`config.mk`:
```
export PLATFORM = sky130hd
export DESIGN_NAME = jpgh_regs
export DESIGN_NICKNAME = d
export VERILOG_FILES = /design/src/rtl/jpgh_pkg.sv /design/src/rtl/jpgh_dest_map.sv /design/src/rtl/jpgh_regs.sv /design/src/rtl/jpgh_skid.sv
export SDC_FILE = /design/constraint.sdc
export NUM_CORES = 2
export LEC_CHECK = 0
export ABC_AREA = 1
export BUFFER_PORTS_ARGS = -buffer_cell sky130_fd_sc_hd__buf_4
export CAP_MARGIN = 0
export CELL_PAD_IN_SITES_DETAIL_PLACEMENT = 1
export CELL_PAD_IN_SITES_GLOBAL_PLACEMENT = 1
export CORE_MARGIN = 10
export CORE_UTILIZATION = 46
export CTS_CLUSTER_DIAMETER = 100
export DETAILED_ROUTE_END_ITERATION = 8
export PLACE_DENSITY_LB_ADDON = 0.15
export SYNTH_ARGS = -nofsm -noshare
export SYNTH_HDL_FRONTEND = slang
export SYNTH_SLANG_ARGS = --single-unit
```
`constraint.sdc`:
```
create_clock -name sys_clk -period 20.7 [get_ports sys_clk]
set_clock_uncertainty 0.2 [all_clocks]
set_input_delay 3.105 -clock sys_clk [delete_from_list [all_inputs] [get_ports sys_clk]]
set_output_delay 3.105 -clock sys_clk [all_outputs]
set_load 0.02 [all_outputs]
```
`src/rtl/jpgh_pkg.sv`:
```
// What this block does
// - read with write-enable low; 4-bit address selects
// - strobe and cycle sampled; data and acknowledge
// - acknowledge is a one-cycle pulse
// - status reads low byte, upper zero
// - interrupt mask reads low byte, upper zero
// - 16-bit registers read zero-extended
// - 32-bit registers read unaltered
// - start bit leaves idle, begins decode
// - done stays ready until next start or soft reset
// - soft reset resets decoder, keeps configuration
// - output limited to area; zeros mean whole
// - input exhausted flag waits for software refill
// - pixel outside window halts, sets full flag
// - nonzero pitch spaces lines, drops overflow pixels
// - current pointer is last offered visible pixel address
// - lines emitted in top-down groups
// - bad data sets decode error flag
// - start and soft reset clear flags
// - horizontal bounds, pitch force bit zero
// - destination addresses forced word aligned
package jpgh_pkg;

	localparam logic [3:0] ADR_STATUS = 4'h0;
	localparam logic [3:0] ADR_MASK   = 4'h1;
	localparam logic [3:0] ADR_SIZE_X = 4'h2;
	localparam logic [3:0] ADR_SIZE_Y = 4'h3;
	localparam logic [3:0] ADR_AX0    = 4'h4;
	localparam logic [3:0] ADR_AY0    = 4'h5;
	localparam logic [3:0] ADR_AX1    = 4'h6;
	localparam logic [3:0] ADR_AY1    = 4'h7;
	localparam logic [3:0] ADR_SRC    = 4'h8;
	localparam logic [3:0] ADR_CNT    = 4'h9;
	localparam logic [3:0] ADR_BASE   = 4'ha;
	localparam logic [3:0] ADR_LIMIT  = 4'hb;
	localparam logic [3:0] ADR_DISP   = 4'hc;
	localparam logic [3:0] ADR_PITCH  = 4'hd;
	localparam logic [3:0] ADR_CUR    = 4'he;

	localparam int BIT_IDLE  = 0;
	localparam int BIT_EXH   = 1;
	localparam int BIT_FULL  = 2;
	localparam int BIT_ERR   = 3;
	localparam int BIT_RDY   = 6;
	localparam int BIT_START = 7;
	localparam int BIT_SRST  = 8;

	localparam logic [7:0]  RST_BYTE = 8'h00;
	localparam logic [15:0] RST_HALF = 16'h0000;
	localparam logic [31:0] RST_WORD = 32'h0000_0000;

	localparam int PIX_SHIFT = 1;

	typedef enum logic [1:0] {
		ST_IDLE = 2'b00,
		ST_RUN  = 2'b01,
		ST_DONE = 2'b11,
		ST_FAIL = 2'b10
	} jpgh_state_type;

endpackage : jpgh_pkg

```
`src/rtl/jpgh_dest_map.sv`:
```
`timescale 1ns/1ps
module jpgh_dest_map (
	input  wire logic [15:0] pix_col,
	input  wire logic [15:0] pix_line,
	input  wire logic [15:0] size_x,
	input  wire logic [15:0] ax0,
	input  wire logic [15:0] ay0,
	input  wire logic [15:0] ax1,
	input  wire logic [15:0] ay1,
	input  wire logic [15:0] pitch,
	input  wire logic [31:0] base,
	input  wire logic [31:0] limit,
	input  wire logic [31:0] disp,
	output logic             visible,
	output logic             in_window,
	output logic [31:0]      addr
);

	logic        area_on;
	logic [15:0] rcol;
	logic [15:0] rline;
	logic [15:0] len;
	logic [31:0] pos;
	logic [32:0] rel;

	always_comb begin
		area_on = |{ax0, ay0, ax1, ay1};
		rcol    = area_on ? pix_col - ax0 : pix_col;
		rline   = area_on ? pix_line - ay0 : pix_line;
		visible = 1'b1;
		if (area_on)
			visible = pix_col >= ax0 && pix_col <= ax1 &&
				pix_line >= ay0 && pix_line <= ay1;
		if (pitch != 16'h0000) begin
			len = pitch;
			if (rcol >= pitch)
				visible = 1'b0;
		end else if (area_on) begin
			len = ax1 - ax0 + 16'h0001;
		end else begin
			len = size_x;
		end
		pos  = (32'(rline) * 32'(len) + 32'(rcol)) << jpgh_pkg::PIX_SHIFT;
		// image position = disp + ptr - base, so ptr = base + pos - disp
		rel  = {1'b0, pos} - {1'b0, disp};
		addr = base + rel[31:0];
		// a pixel ahead of the displacement is outside the window too
		in_window = !rel[32] && !(addr < base) && (addr < limit);
	end

endmodule : jpgh_dest_map

```
`src/rtl/jpgh_regs.sv`:
```
`timescale 1ns/1ps
module jpgh_regs (
	input  wire logic        sys_clk,
	input  wire logic        sys_rst,
	input  wire logic        stb_i,
	input  wire logic        cyc_i,
	input  wire logic        we_i,
	input  wire logic [3:0]  adr_i,
	input  wire logic [3:0]  sel_i,
	input  wire logic [31:0] dat_i,
	output logic             ack_o,
	output logic [31:0]      dat_o,
	output logic             irq_o,
	output logic             dec_start,
	output logic             dec_reset,
	input  wire logic        info_valid,
	input  wire logic [15:0] info_width,
	input  wire logic [15:0] info_height,
	input  wire logic        dec_done,
	input  wire logic        dec_error,
	input  wire logic        fetch_want,
	output logic             fetch_valid,
	input  wire logic        fetch_ready,
	output logic [31:0]      fetch_addr,
	input  wire logic        pix_valid,
	output logic             pix_ready,
	input  wire logic [15:0] pix_col,
	input  wire logic [15:0] pix_line,
	input  wire logic [15:0] pix_data,
	output logic             wr_valid,
	input  wire logic        wr_ready,
	output logic [31:0]      wr_addr,
	output logic [15:0]      wr_data
);

	typedef struct packed {
		logic                    ack;
		logic [31:0]             rdat;
		jpgh_pkg::jpgh_state_type st;
		logic [7:0]              mask;
		logic [15:0]             size_x;
		logic [15:0]             size_y;
		logic [15:0]             ax0;
		logic [15:0]             ay0;
		logic [15:0]             ax1;
		logic [15:0]             ay1;
		logic [15:0]             pitch;
		logic [31:0]             src;
		logic [31:0]             cnt;
		logic [31:0]             base;
		logic [31:0]             limit;
		logic [31:0]             disp;
		logic [31:0]             cur;
		logic                    exh;
		logic                    full;
		logic                    err;
		logic                    start_p;
		logic                    srst_p;
	} jpgh_regs_type;

	jpgh_regs_type r_r;
	jpgh_regs_type r_nxt;

	logic        req;
	logic        wr_hit;
	logic        rd_hit;
	logic [31:0] wval;
	logic [7:0]  status;
	logic        running;
	logic        visible;
	logic        in_window;
	logic [31:0] map_addr;
	logic        buf_ready;
	logic        push;
	logic        fetch_go;
	logic        wr_start;
	logic        wr_srst;

	////////////////////////////////////////////////////////////////////////
	// bus decode

	function automatic logic [31:0] merge(
		input logic [31:0] old,
		input logic [31:0] nw,
		input logic [3:0]  sel
	);
		logic [31:0] m;
		m = {{8{sel[3]}}, {8{sel[2]}}, {8{sel[1]}}, {8{sel[0]}}};
		merge = (old & ~m) | (nw & m);
	endfunction : merge

	// a new request is taken only while no acknowledge is out
	assign req    = stb_i & cyc_i & ~r_r.ack;
	assign wr_hit = req & we_i;
	assign rd_hit = req & ~we_i;

	assign wr_start = wr_hit && adr_i == jpgh_pkg::ADR_STATUS &&
		sel_i[0] && dat_i[jpgh_pkg::BIT_START];
	assign wr_srst  = wr_hit && adr_i == jpgh_pkg::ADR_STATUS &&
		sel_i[1] && dat_i[jpgh_pkg::BIT_SRST];

	assign running = (r_r.st == jpgh_pkg::ST_RUN);

	always_comb begin
		// bits 5..4 read zero; start and soft reset are strobes only
		status = 8'h00;
		status[jpgh_pkg::BIT_IDLE] = (r_r.st == jpgh_pkg::ST_IDLE);
		status[jpgh_pkg::BIT_EXH]  = r_r.exh;
		status[jpgh_pkg::BIT_FULL] = r_r.full;
		status[jpgh_pkg::BIT_ERR]  = r_r.err;
		status[jpgh_pkg::BIT_RDY]  = (r_r.st == jpgh_pkg::ST_DONE);
	end

	////////////////////////////////////////////////////////////////////////
	// destination path

	jpgh_dest_map u_map (
		.pix_col   (pix_col),
		.pix_line  (pix_line),
		.size_x    (r_r.size_x),
		.ax0       (r_r.ax0),
		.ay0       (r_r.ay0),
		.ax1       (r_r.ax1),
		.ay1       (r_r.ay1),
		.pitch     (r_r.pitch),
		.base      (r_r.base),
		.limit     (r_r.limit),
		.disp      (r_r.disp),
		.visible   (visible),
		.in_window (in_window),
		.addr      (map_addr)
	);

	// pixels are taken in the engine's order, groups of lines top-down
	always_comb begin
		pix_ready = 1'b0;
		push      = 1'b0;
		if (running && pix_valid && !r_r.full) begin
			if (!visible) begin
				pix_ready = 1'b1;
			end else if (in_window && buf_ready) begin
				pix_ready = 1'b1;
				push      = 1'b1;
			end
		end
	end

	// a stalled writer only holds pixels back, none are lost
	jpgh_skid #(
		.W (48)
	) u_skid (
		.sys_clk   (sys_clk),
		.sys_rst   (sys_rst),
		.in_valid  (push),
		.in_ready  (buf_ready),
		.in_data   ({map_addr, pix_data}),
		.out_valid (wr_valid),
		.out_ready (wr_ready),
		.out_data  ({wr_addr, wr_data})
	);

	////////////////////////////////////////////////////////////////////////
	// source fetch

	assign fetch_valid = running && fetch_want && r_r.cnt != 32'h0000_0000 &&
		!r_r.exh;
	assign fetch_go    = fetch_valid & fetch_ready;
	assign fetch_addr  = r_r.src;

	////////////////////////////////////////////////////////////////////////
	// next state

	always_comb begin
		r_nxt         = r_r;
		r_nxt.start_p = 1'b0;
		r_nxt.srst_p  = 1'b0;
		r_nxt.ack     = req;
		if (r_r.ack)
			r_nxt.ack = 1'b0;
		wval = jpgh_pkg::RST_WORD;

		if (fetch_go) begin
			r_nxt.src = r_r.src + 32'h0000_0001;
			r_nxt.cnt = r_r.cnt - 32'h0000_0001;
		end
		if (info_valid) begin
			r_nxt.size_x = info_width;
			r_nxt.size_y = info_height;
		end
		if (running && pix_valid && visible)
			r_nxt.cur = map_addr;

		if (rd_hit) begin
			case (adr_i)
			jpgh_pkg::ADR_STATUS: r_nxt.rdat = {24'h00_0000, status};
			jpgh_pkg::ADR_MASK:   r_nxt.rdat = {24'h00_0000, r_r.mask};
			jpgh_pkg::ADR_SIZE_X: r_nxt.rdat = {16'h0000, r_r.size_x};
			jpgh_pkg::ADR_SIZE_Y: r_nxt.rdat = {16'h0000, r_r.size_y};
			jpgh_pkg::ADR_AX0:    r_nxt.rdat = {16'h0000, r_r.ax0};
			jpgh_pkg::ADR_AY0:    r_nxt.rdat = {16'h0000, r_r.ay0};
			jpgh_pkg::ADR_AX1:    r_nxt.rdat = {16'h0000, r_r.ax1};
			jpgh_pkg::ADR_AY1:    r_nxt.rdat = {16'h0000, r_r.ay1};
			jpgh_pkg::ADR_PITCH:  r_nxt.rdat = {16'h0000, r_r.pitch};
			jpgh_pkg::ADR_SRC:    r_nxt.rdat = r_r.src;
			jpgh_pkg::ADR_CNT:    r_nxt.rdat = r_r.cnt;
			jpgh_pkg::ADR_BASE:   r_nxt.rdat = r_r.base;
			jpgh_pkg::ADR_LIMIT:  r_nxt.rdat = r_r.limit;
			jpgh_pkg::ADR_DISP:   r_nxt.rdat = r_r.disp;
			jpgh_pkg::ADR_CUR:    r_nxt.rdat = r_r.cur;
			// unmapped index reads zero
			default:              r_nxt.rdat = 32'h0000_0000;
			endcase
		end

		if (wr_hit) begin
			case (adr_i)
			jpgh_pkg::ADR_MASK: begin
				wval = merge({24'h00_0000, r_r.mask}, dat_i, sel_i);
				r_nxt.mask = wval[7:0];
			end
			jpgh_pkg::ADR_AX0: begin
				wval = merge({16'h0000, r_r.ax0}, dat_i, sel_i);
				r_nxt.ax0 = {wval[15:1], 1'b0};
			end
			jpgh_pkg::ADR_AX1: begin
				wval = merge({16'h0000, r_r.ax1}, dat_i, sel_i);
				r_nxt.ax1 = {wval[15:1], 1'b0};
			end
			jpgh_pkg::ADR_PITCH: begin
				wval = merge({16'h0000, r_r.pitch}, dat_i, sel_i);
				r_nxt.pitch = {wval[15:1], 1'b0};
			end
			jpgh_pkg::ADR_AY0: begin
				wval = merge({16'h0000, r_r.ay0}, dat_i, sel_i);
				r_nxt.ay0 = wval[15:0];
			end
			jpgh_pkg::ADR_AY1: begin
				wval = merge({16'h0000, r_r.ay1}, dat_i, sel_i);
				r_nxt.ay1 = wval[15:0];
			end
			// software reload beats a fetch in the same cycle
			jpgh_pkg::ADR_SRC: begin
				r_nxt.src = merge(r_r.src, dat_i, sel_i);
			end
			jpgh_pkg::ADR_CNT: begin
				r_nxt.cnt = merge(r_r.cnt, dat_i, sel_i);
			end
			jpgh_pkg::ADR_BASE: begin
				wval = merge(r_r.base, dat_i, sel_i);
				r_nxt.base = {wval[31:2], 2'b00};
			end
			jpgh_pkg::ADR_LIMIT: begin
				wval = merge(r_r.limit, dat_i, sel_i);
				r_nxt.limit = {wval[31:2], 2'b00};
			end
			jpgh_pkg::ADR_DISP: begin
				wval = merge(r_r.disp, dat_i, sel_i);
				r_nxt.disp = {wval[31:2], 2'b00};
			end
			jpgh_pkg::ADR_STATUS: begin
				if (sel_i[0] && dat_i[jpgh_pkg::BIT_EXH])
					r_nxt.exh = 1'b0;
				if (sel_i[0] && dat_i[jpgh_pkg::BIT_FULL])
					r_nxt.full = 1'b0;
			end
			// read-only and unmapped indices ignore writes
			default: r_nxt.mask = r_r.mask;
			endcase
		end

		// start and soft reset both clear every flag of bits 6..1
		if (wr_start || wr_srst) begin
			r_nxt.exh  = 1'b0;
			r_nxt.full = 1'b0;
			r_nxt.err  = 1'b0;
		end

		// decode sequencing
		case (r_r.st)
		jpgh_pkg::ST_RUN: begin
			if (dec_error)
				r_nxt.st = jpgh_pkg::ST_FAIL;
			else if (dec_done)
				r_nxt.st = jpgh_pkg::ST_DONE;
		end
		jpgh_pkg::ST_IDLE: r_nxt.st = r_r.st;
		jpgh_pkg::ST_DONE: r_nxt.st = r_r.st;
		jpgh_pkg::ST_FAIL: r_nxt.st = r_r.st;
		default:           r_nxt.st = jpgh_pkg::ST_IDLE;
		endcase

		// soft reset outranks start; only the decoder side is reset
		if (wr_srst) begin
			r_nxt.st     = jpgh_pkg::ST_IDLE;
			r_nxt.srst_p = 1'b1;
		end else if (wr_start) begin
			r_nxt.st      = jpgh_pkg::ST_RUN;
			r_nxt.start_p = 1'b1;
		end

		// hardware sets win over a status write clear in the same cycle, not over start or soft reset
		if (running && !wr_start && !wr_srst) begin
			if (fetch_want && r_r.cnt == 32'h0000_0000 && !fetch_go)
				r_nxt.exh = 1'b1;
			if (pix_valid && !r_r.full && visible && !in_window)
				r_nxt.full = 1'b1;
			if (dec_error)
				r_nxt.err = 1'b1;
		end
	end

	////////////////////////////////////////////////////////////////////////
	// state register

	always_ff @(posedge sys_clk) begin
		if (sys_rst) begin
			r_r         <= '0;
			r_r.st      <= jpgh_pkg::ST_IDLE;
			r_r.mask    <= jpgh_pkg::RST_BYTE;
			r_r.pitch   <= jpgh_pkg::RST_HALF;
			r_r.cnt     <= jpgh_pkg::RST_WORD;
			r_r.src     <= jpgh_pkg::RST_WORD;
			r_r.base    <= jpgh_pkg::RST_WORD;
			r_r.limit   <= jpgh_pkg::RST_WORD;
			r_r.disp    <= jpgh_pkg::RST_WORD;
			r_r.cur     <= jpgh_pkg::RST_WORD;
			r_r.ax0     <= jpgh_pkg::RST_HALF;
			r_r.ay0     <= jpgh_pkg::RST_HALF;
			r_r.ax1     <= jpgh_pkg::RST_HALF;
			r_r.ay1     <= jpgh_pkg::RST_HALF;
			r_r.size_x  <= jpgh_pkg::RST_HALF;
			r_r.size_y  <= jpgh_pkg::RST_HALF;
		end else begin
			r_r <= r_nxt;
		end
	end

	////////////////////////////////////////////////////////////////////////
	// outputs

	assign ack_o     = r_r.ack;
	assign dat_o     = r_r.rdat;
	assign dec_start = r_r.start_p;
	assign dec_reset = r_r.srst_p;
	assign irq_o     = |(status & r_r.mask);

endmodule : jpgh_regs

```
`src/rtl/jpgh_skid.sv`:
```
`timescale 1ns/1ps
module jpgh_skid #(
	parameter int W = 48
) (
	input  wire logic         sys_clk,
	input  wire logic         sys_rst,
	input  wire logic         in_valid,
	output logic              in_ready,
	input  wire logic [W-1:0] in_data,
	output logic              out_valid,
	input  wire logic         out_ready,
	output logic [W-1:0]      out_data
);

	typedef struct packed {
		logic [1:0][W-1:0] slot;
		logic [1:0]        cnt;
	} jpgh_skid_type;

	jpgh_skid_type s_r;
	jpgh_skid_type s_nxt;
	logic          push;
	logic          pop;

	assign in_ready  = (s_r.cnt != 2'd2);
	assign out_valid = (s_r.cnt != 2'd0);
	assign out_data  = s_r.slot[0];
	assign push      = in_valid & in_ready;
	assign pop       = out_valid & out_ready;

	always_comb begin
		s_nxt = s_r;
		if (pop) begin
			s_nxt.slot[0] = s_r.slot[1];
		end
		if (push) begin
			// slot 0 holds the head; a pop shifts it out first
			if (s_r.cnt == 2'd0 || (s_r.cnt == 2'd1 && pop))
				s_nxt.slot[0] = in_data;
			else
				s_nxt.slot[1] = in_data;
		end
		case ({push, pop})
		2'b10:   s_nxt.cnt = s_r.cnt + 2'd1;
		2'b01:   s_nxt.cnt = s_r.cnt - 2'd1;
		default: s_nxt.cnt = s_r.cnt;
		endcase
	end

	always_ff @(posedge sys_clk) begin
		if (sys_rst)
			s_r <= '0;
		else
			s_r <= s_nxt;
	end

endmodule : jpgh_skid

```
-- After elaboration in Yosys (flattened, before gate mapping)
Cells that the tools add are included.
- equality and inequality tests: 24
- add/sub/neg operators: 11
- multipliers: 1
- bitwise operators: 36
- magnitude comparators: 7
- multiplexer cells: 39
- reductions and logical operators: 63
- operators by type and width (operator ; number):
    one-hot mux 32 bit (15 select lines) ; 1
    AND 32 bit ; 6
    2-to-1 mux 160 bit ; 1
    2-to-1 mux 32 bit ; 5
    bitwise OR 32 bit ; 5
    2-to-1 mux 48 bit ; 3
    AND 16 bit ; 5
    bitwise OR 16 bit ; 5
    < comparator 32 bit ; 2
    2-to-1 mux 16 bit ; 4
    2-to-1 mux 64 bit ; 1
    OR reduction 62 bit ; 1
    greater-or-equal comparator 16 bit ; 3
    subtractor 16 bit ; 3
    subtractor 32 x 32 -> 33 bit ; 1
    adder 32 x 1 -> 32 bit, second input constant ; 1
    adder 32 bit ; 1
    <= comparator 16 bit ; 2
    logical NOT 32 bit ; 1
    NOT 32 bit ; 1
    nonzero test 32 bit ; 1
    subtractor 32 x 1 -> 32 bit, second input constant ; 1
    adder 31 x 16 -> 31 bit ; 1
    multiplier 16 x 16 -> 31 bit ; 1
    33 further kinds ; 125
- register bits after elaboration: 441
- input port bits: 132
- logic and storage cells: 207
- output and inout bits: 119

-- Depth between registers and ports, before layout
- depth after elaboration: 19
- gate-level depth with buffers: 74
- gate-level depth less buffers: 74

-- By module
Synthesis repeated with hierarchy kept, for this count alone.
- cells, all modules: 6269
- area, all modules: 41421.0 µm²
- by module, submodules not included (module ; instances ; cells each ; area each (µm²)):
    jpgh_dest_map ; 1 ; 2846 ; 19004.5
    jpgh_regs ; 1 ; 2685 ; 17659.4
    jpgh_skid ; 1 ; 738 ; 4757.1

-- Least setup slack after synthesis
Ideal clock, no wire load.
- path kind: input -> output
- start: input port pix_line[0]
- end: output port pix_ready
- data arrival time: 13.249 ns
- cell stages on the path: 62
- buffers on the path: 1
- slack: 4.146 ns
- cells stage by stage: inv_1 ha_1 inv_1 fa_1 nand3_1 nand3_1 nand2_1 nand2_1 nand3_1 nand3_1 or2_2 a31oi_1 buf_2 nor2_1 fa_1 inv_1 fa_1 fa_1 [26 not listed] a21oi_1 a21boi_0 nand2_1 a21oi_1 nand2_1 nand2_1 nand3_1 nand2_1 ha_1 a21oi_1 o21ai_0 a21oi_1 nand2_1 a21oi_1 nand3_1 nor2_4 o21ai_0 inv_1
- cells in the longest elaborated chain, start to end: 14
- elaborated cells between the ends (all ways): 23
- classes of those cells: add/sub: 4; mul: 1; order compare: 4; mux: 7; reduce/logical: 7
- RTL lines (item ; line ; RTL):
    start: declaration ; jpgh_regs.sv:28 ; input wire logic [15:0] pix_line,
    subtractor 16 bit ; jpgh_dest_map.sv:29 ; rline = area_on ? pix_line - ay0 : pix_line;
    2-to-1 mux 16 bit (*) ; jpgh_dest_map.sv:29 ;
    multiplier 16 x 16 -> 31 bit (*) ; jpgh_dest_map.sv:43 ; pos = (32'(rline) * 32'(len) + 32'(rcol)) << jpgh_pkg::PIX_SHIFT;
    adder 31 x 16 -> 31 bit (*) ; jpgh_dest_map.sv:43 ;
    subtractor 32 x 32 -> 33 bit (*) ; jpgh_dest_map.sv:45 ; rel = {1'b0, pos} - {1'b0, disp};
    adder 32 bit (*) ; jpgh_dest_map.sv:46 ; addr = base + rel[31:0];
    named net map_addr[31] ; jpgh_regs.sv:72 ; logic [31:0] map_addr;
    < comparator 32 bit ; jpgh_dest_map.sv:48 ; in_window = !rel[32] && !(addr < base) && (addr < limit);
    logical NOT 1 bit ; jpgh_dest_map.sv:48 ;
    logical AND 1 bit ; jpgh_dest_map.sv:48 ;
    logical AND 1 bit (*) ; jpgh_dest_map.sv:48 ;
    logical AND 1 bit (*) ; jpgh_regs.sv:141 ; end else if (in_window && buf_ready) begin
    2-to-1 mux 1 bit (*) ; jpgh_regs.sv:141 ;
    2-to-1 mux 1 bit (*) ; jpgh_regs.sv:139 ; if (!visible) begin
    2-to-1 mux 1 bit (*) ; jpgh_regs.sv:138 ; if (running && pix_valid && !r_r.full) begin
    end: declaration ; jpgh_regs.sv:26 ; output logic pix_ready,
The timed path passes the listed nets; every way through them passes the cells marked *.

-- Final worst setup path
Ends and elaborated chain as after synthesis.

==> run summary <==
Htree depth -> 2
CP Buf/Inv Count -> 12
Setup crit start kind -> input pin
Wire length of the first global-routing pass -> 260.4 mm
Synth top area share -> 21.79%
Worst-path fanout max -> 8
TNS Setup -> 0 ns
Final setup violation count -> 0
Core box area -> 86890 um^2
Synthesized-area fraction occupied by and/or/nand/nor cells -> 24.77%
Drt total wl -> 173.4 mm
Starting Density -> 46.41%
Initial antenna violation count -> 6
Arrival time worst endpoint -> 15.32 ns
Initial DRC Count -> 3760
Clk buf depth -> 3
Reg2reg end -> u_skid.out_data[14]
Layout cells sized above 1 -> 8.240%
Num CTS Buffers -> 54
R2r setup slk -> 5.86 ns
Critical path's top delay family -> adder cells
Synthesized instance count -> 5938
WP data required -> 17.40 ns
Area delta synth->final -> 9.556%
Final Instance Count excl. Fillers -> 7162
Final GP Congestion -> 0.9876
Fmax -> 0.05369 GHz
Largest net degree at the start of global routing -> 135
Die ar. -> 99910 um^2
TritonCTS clock tree -> done
Reg clk slew, reported paths -> 0.06 ns
Post-CTS sizing -> 0
Slew Viols, Final -> 0
Crit path time final -> 18.63 ns
Ys flop type -> dfxtp_1
Post-synthesis mux area share -> 0%
RSZ-0062 raised after global routing -> no
Cell taking the most area after synthesis -> dfxtp_1
# rows -> 108
Vias per cell -> 5.800
Hold crit path type -> reg2reg
Avg WL per Cell -> 24.22 um
Die height -> 316.1 um
Ys async rst share -> 0%
Post-Syn Area -> 40330 um^2
Seq/Total Area, Yosys -> 21.79%
Post-CTS setup buffers -> 0
Max_cap viols -> 0
Post-Synth Adder-Cell Area -> 20.86%
Clock sinks -> 439
Mean Syn Cell Area -> 6.791 um^2
GRT Overall Usage -> 33.65%
Most common library cells after synthesis -> nand2_1 (1333), inv_1 (843), nor2_1 (698)
Total number of vias -> 41539
Clk root buf -> clkbuf_16
Die width -> 316.1 um
Seq cells post-synth -> 439
Worst Tran Pin Value -> 1.157 ns
Nets -> 6640
Hold Violations, Final -> 0
Slowest cell delay on critical path -> 0.56 ns
CP Class -> in2out
IO Pins -> 251
Initial DRT Pass Iterations -> 5
Synth Area in Compound Gates -> 16.58%
Min-delay src -> dat_o[7]
Tcrit/Tclk final -> 89.98%
N_diodes -> 0
Synth unique cells -> 60
Number of placed instances, taps included -> 7063
Max_slew headroom -> 22.08%
Vias in the first global route -> 42256
GRT Residual Overflow -> 0
Slowest CP cell -> fa_1
Dominant cells by area after synthesis -> dfxtp_1 (22%), nand2_1 (12%), fa_1 (11%)
Syn_nets -> 6614
Drt drc -> 0
CP dominant cell by count -> nand2_1
I/O Buffers -> 250
CTS Hold Buffers Added -> 0
Worst R2R Path Depth -> 61
Xor and xnor fraction of the mapped netlist area -> 3.193%
Top-count cell post-synth -> nand2_1
Later-pin clock latency in the skew report -> 0.66 ns
Worst Hold End -> dat_o[7]
Status -> finished, final reports clean
Critical Path Sink Type -> output port
Number of synthesized flops with an enable pin -> 0
Routed Antenna Nets -> 0
Detailed Place HPWL -> 136.5 mm
Hold Path Stages -> 2
Largest family of logic cells by synthesized area -> simple AND/OR/NAND/NOR gates
Yosys warnings -> 0
## metal layers
layer  GRT usage [%]  up-vias  wire [um]
met2           54.38     1631      78460
met5               0        -         57
met1           45.02    20408      74850
met4           12.74       10       7221
met3           4.961      358      12850
li1                -    19132          -
## per-stage QoR
stage	setup WS, ns	util, %	cell area (um^2)	hold WS [ns]
3_5_place_dp	2.235	48.58	42210	0.2590
5_1_grt	0.9387	50.85	44180	0.2968
2_1_floorplan	4.146	-	40330	0.2340
4_1_cts	2.153	50.85	44180	0.2699
3_3_place_gp	2.554	48.58	42210	0.2522
6_report	2.074	50.85	44180	0.2682
## layout by cell type, fill, tap and decap left out, drive strengths merged, types with 6 or more instances in the layout
cell    netlist  final
or2          19     19
o21bai       14     14
clkinv       16     26
nor3         55     55
a21o         10     10
fa          214    214
nor2        710    710
nand3       162    162
a21oi       462    462
xnor2        32     32
a221oi       32     32
dfxtp       439    439
o211ai       33     33
nor4         21     21
o21ai       377    377
nand2      1342   1342
buf         191    292
a211oi       72     72
clkbuf      131     70
o22ai        95     95
nand4       105    105
ha          330    330
xor2        115    115
o31ai        15     15
o21a          8      8
inv         880    886
bufinv        0     10
a31oi        11     11
o221ai        7      7
nand3b        6      6
a21boi        6      6
## tightest hold or removal path, stage by stage (launching register included)
cell and delay (ns):
dfxtp_1 0.31, nand2_1 0.06, a21oi_1 0.05
## how the worst max path moves through the flow
stage / startpoint / endpoint / slack [ns] / cells past startpoint
after floorplan: pix_line[0] / pix_ready / 4.15 / 62
after global placement: pix_line[0] / pix_ready / 2.55 / 65
after detailed placement: pix_line[0] / pix_ready / 2.24 / 66
after CTS: pix_line[0] / pix_ready / 2.15 / 66
after global routing: pix_line[0] / pix_ready / 0.94 / 67
final: pix_line[0] / pix_ready / 2.07 / 66
## logic make-up (layout without fill, tap and decap cells)
logic type	Yosys count	count (layout)
simple gates	2432	2432
buf+inv	1218	1287
compound gates	1158	1158
fa+ha+maj	544	544
flops	439	439
xor+xnor	147	147
## layout make-up
type,count,area [um^2]
inverter,896,3368
timing repair buffer,292,2196
clock inverter,29,489.2
tap,1155,1445
clock buffer,70,1481
sequential,439,8788
fill,11459,42710
multi-input combinational,4281,26410
Power is left out: the tool's default activity adds up to more than one toggle a clock period on the data nets, which glitch-free logic cannot reach.
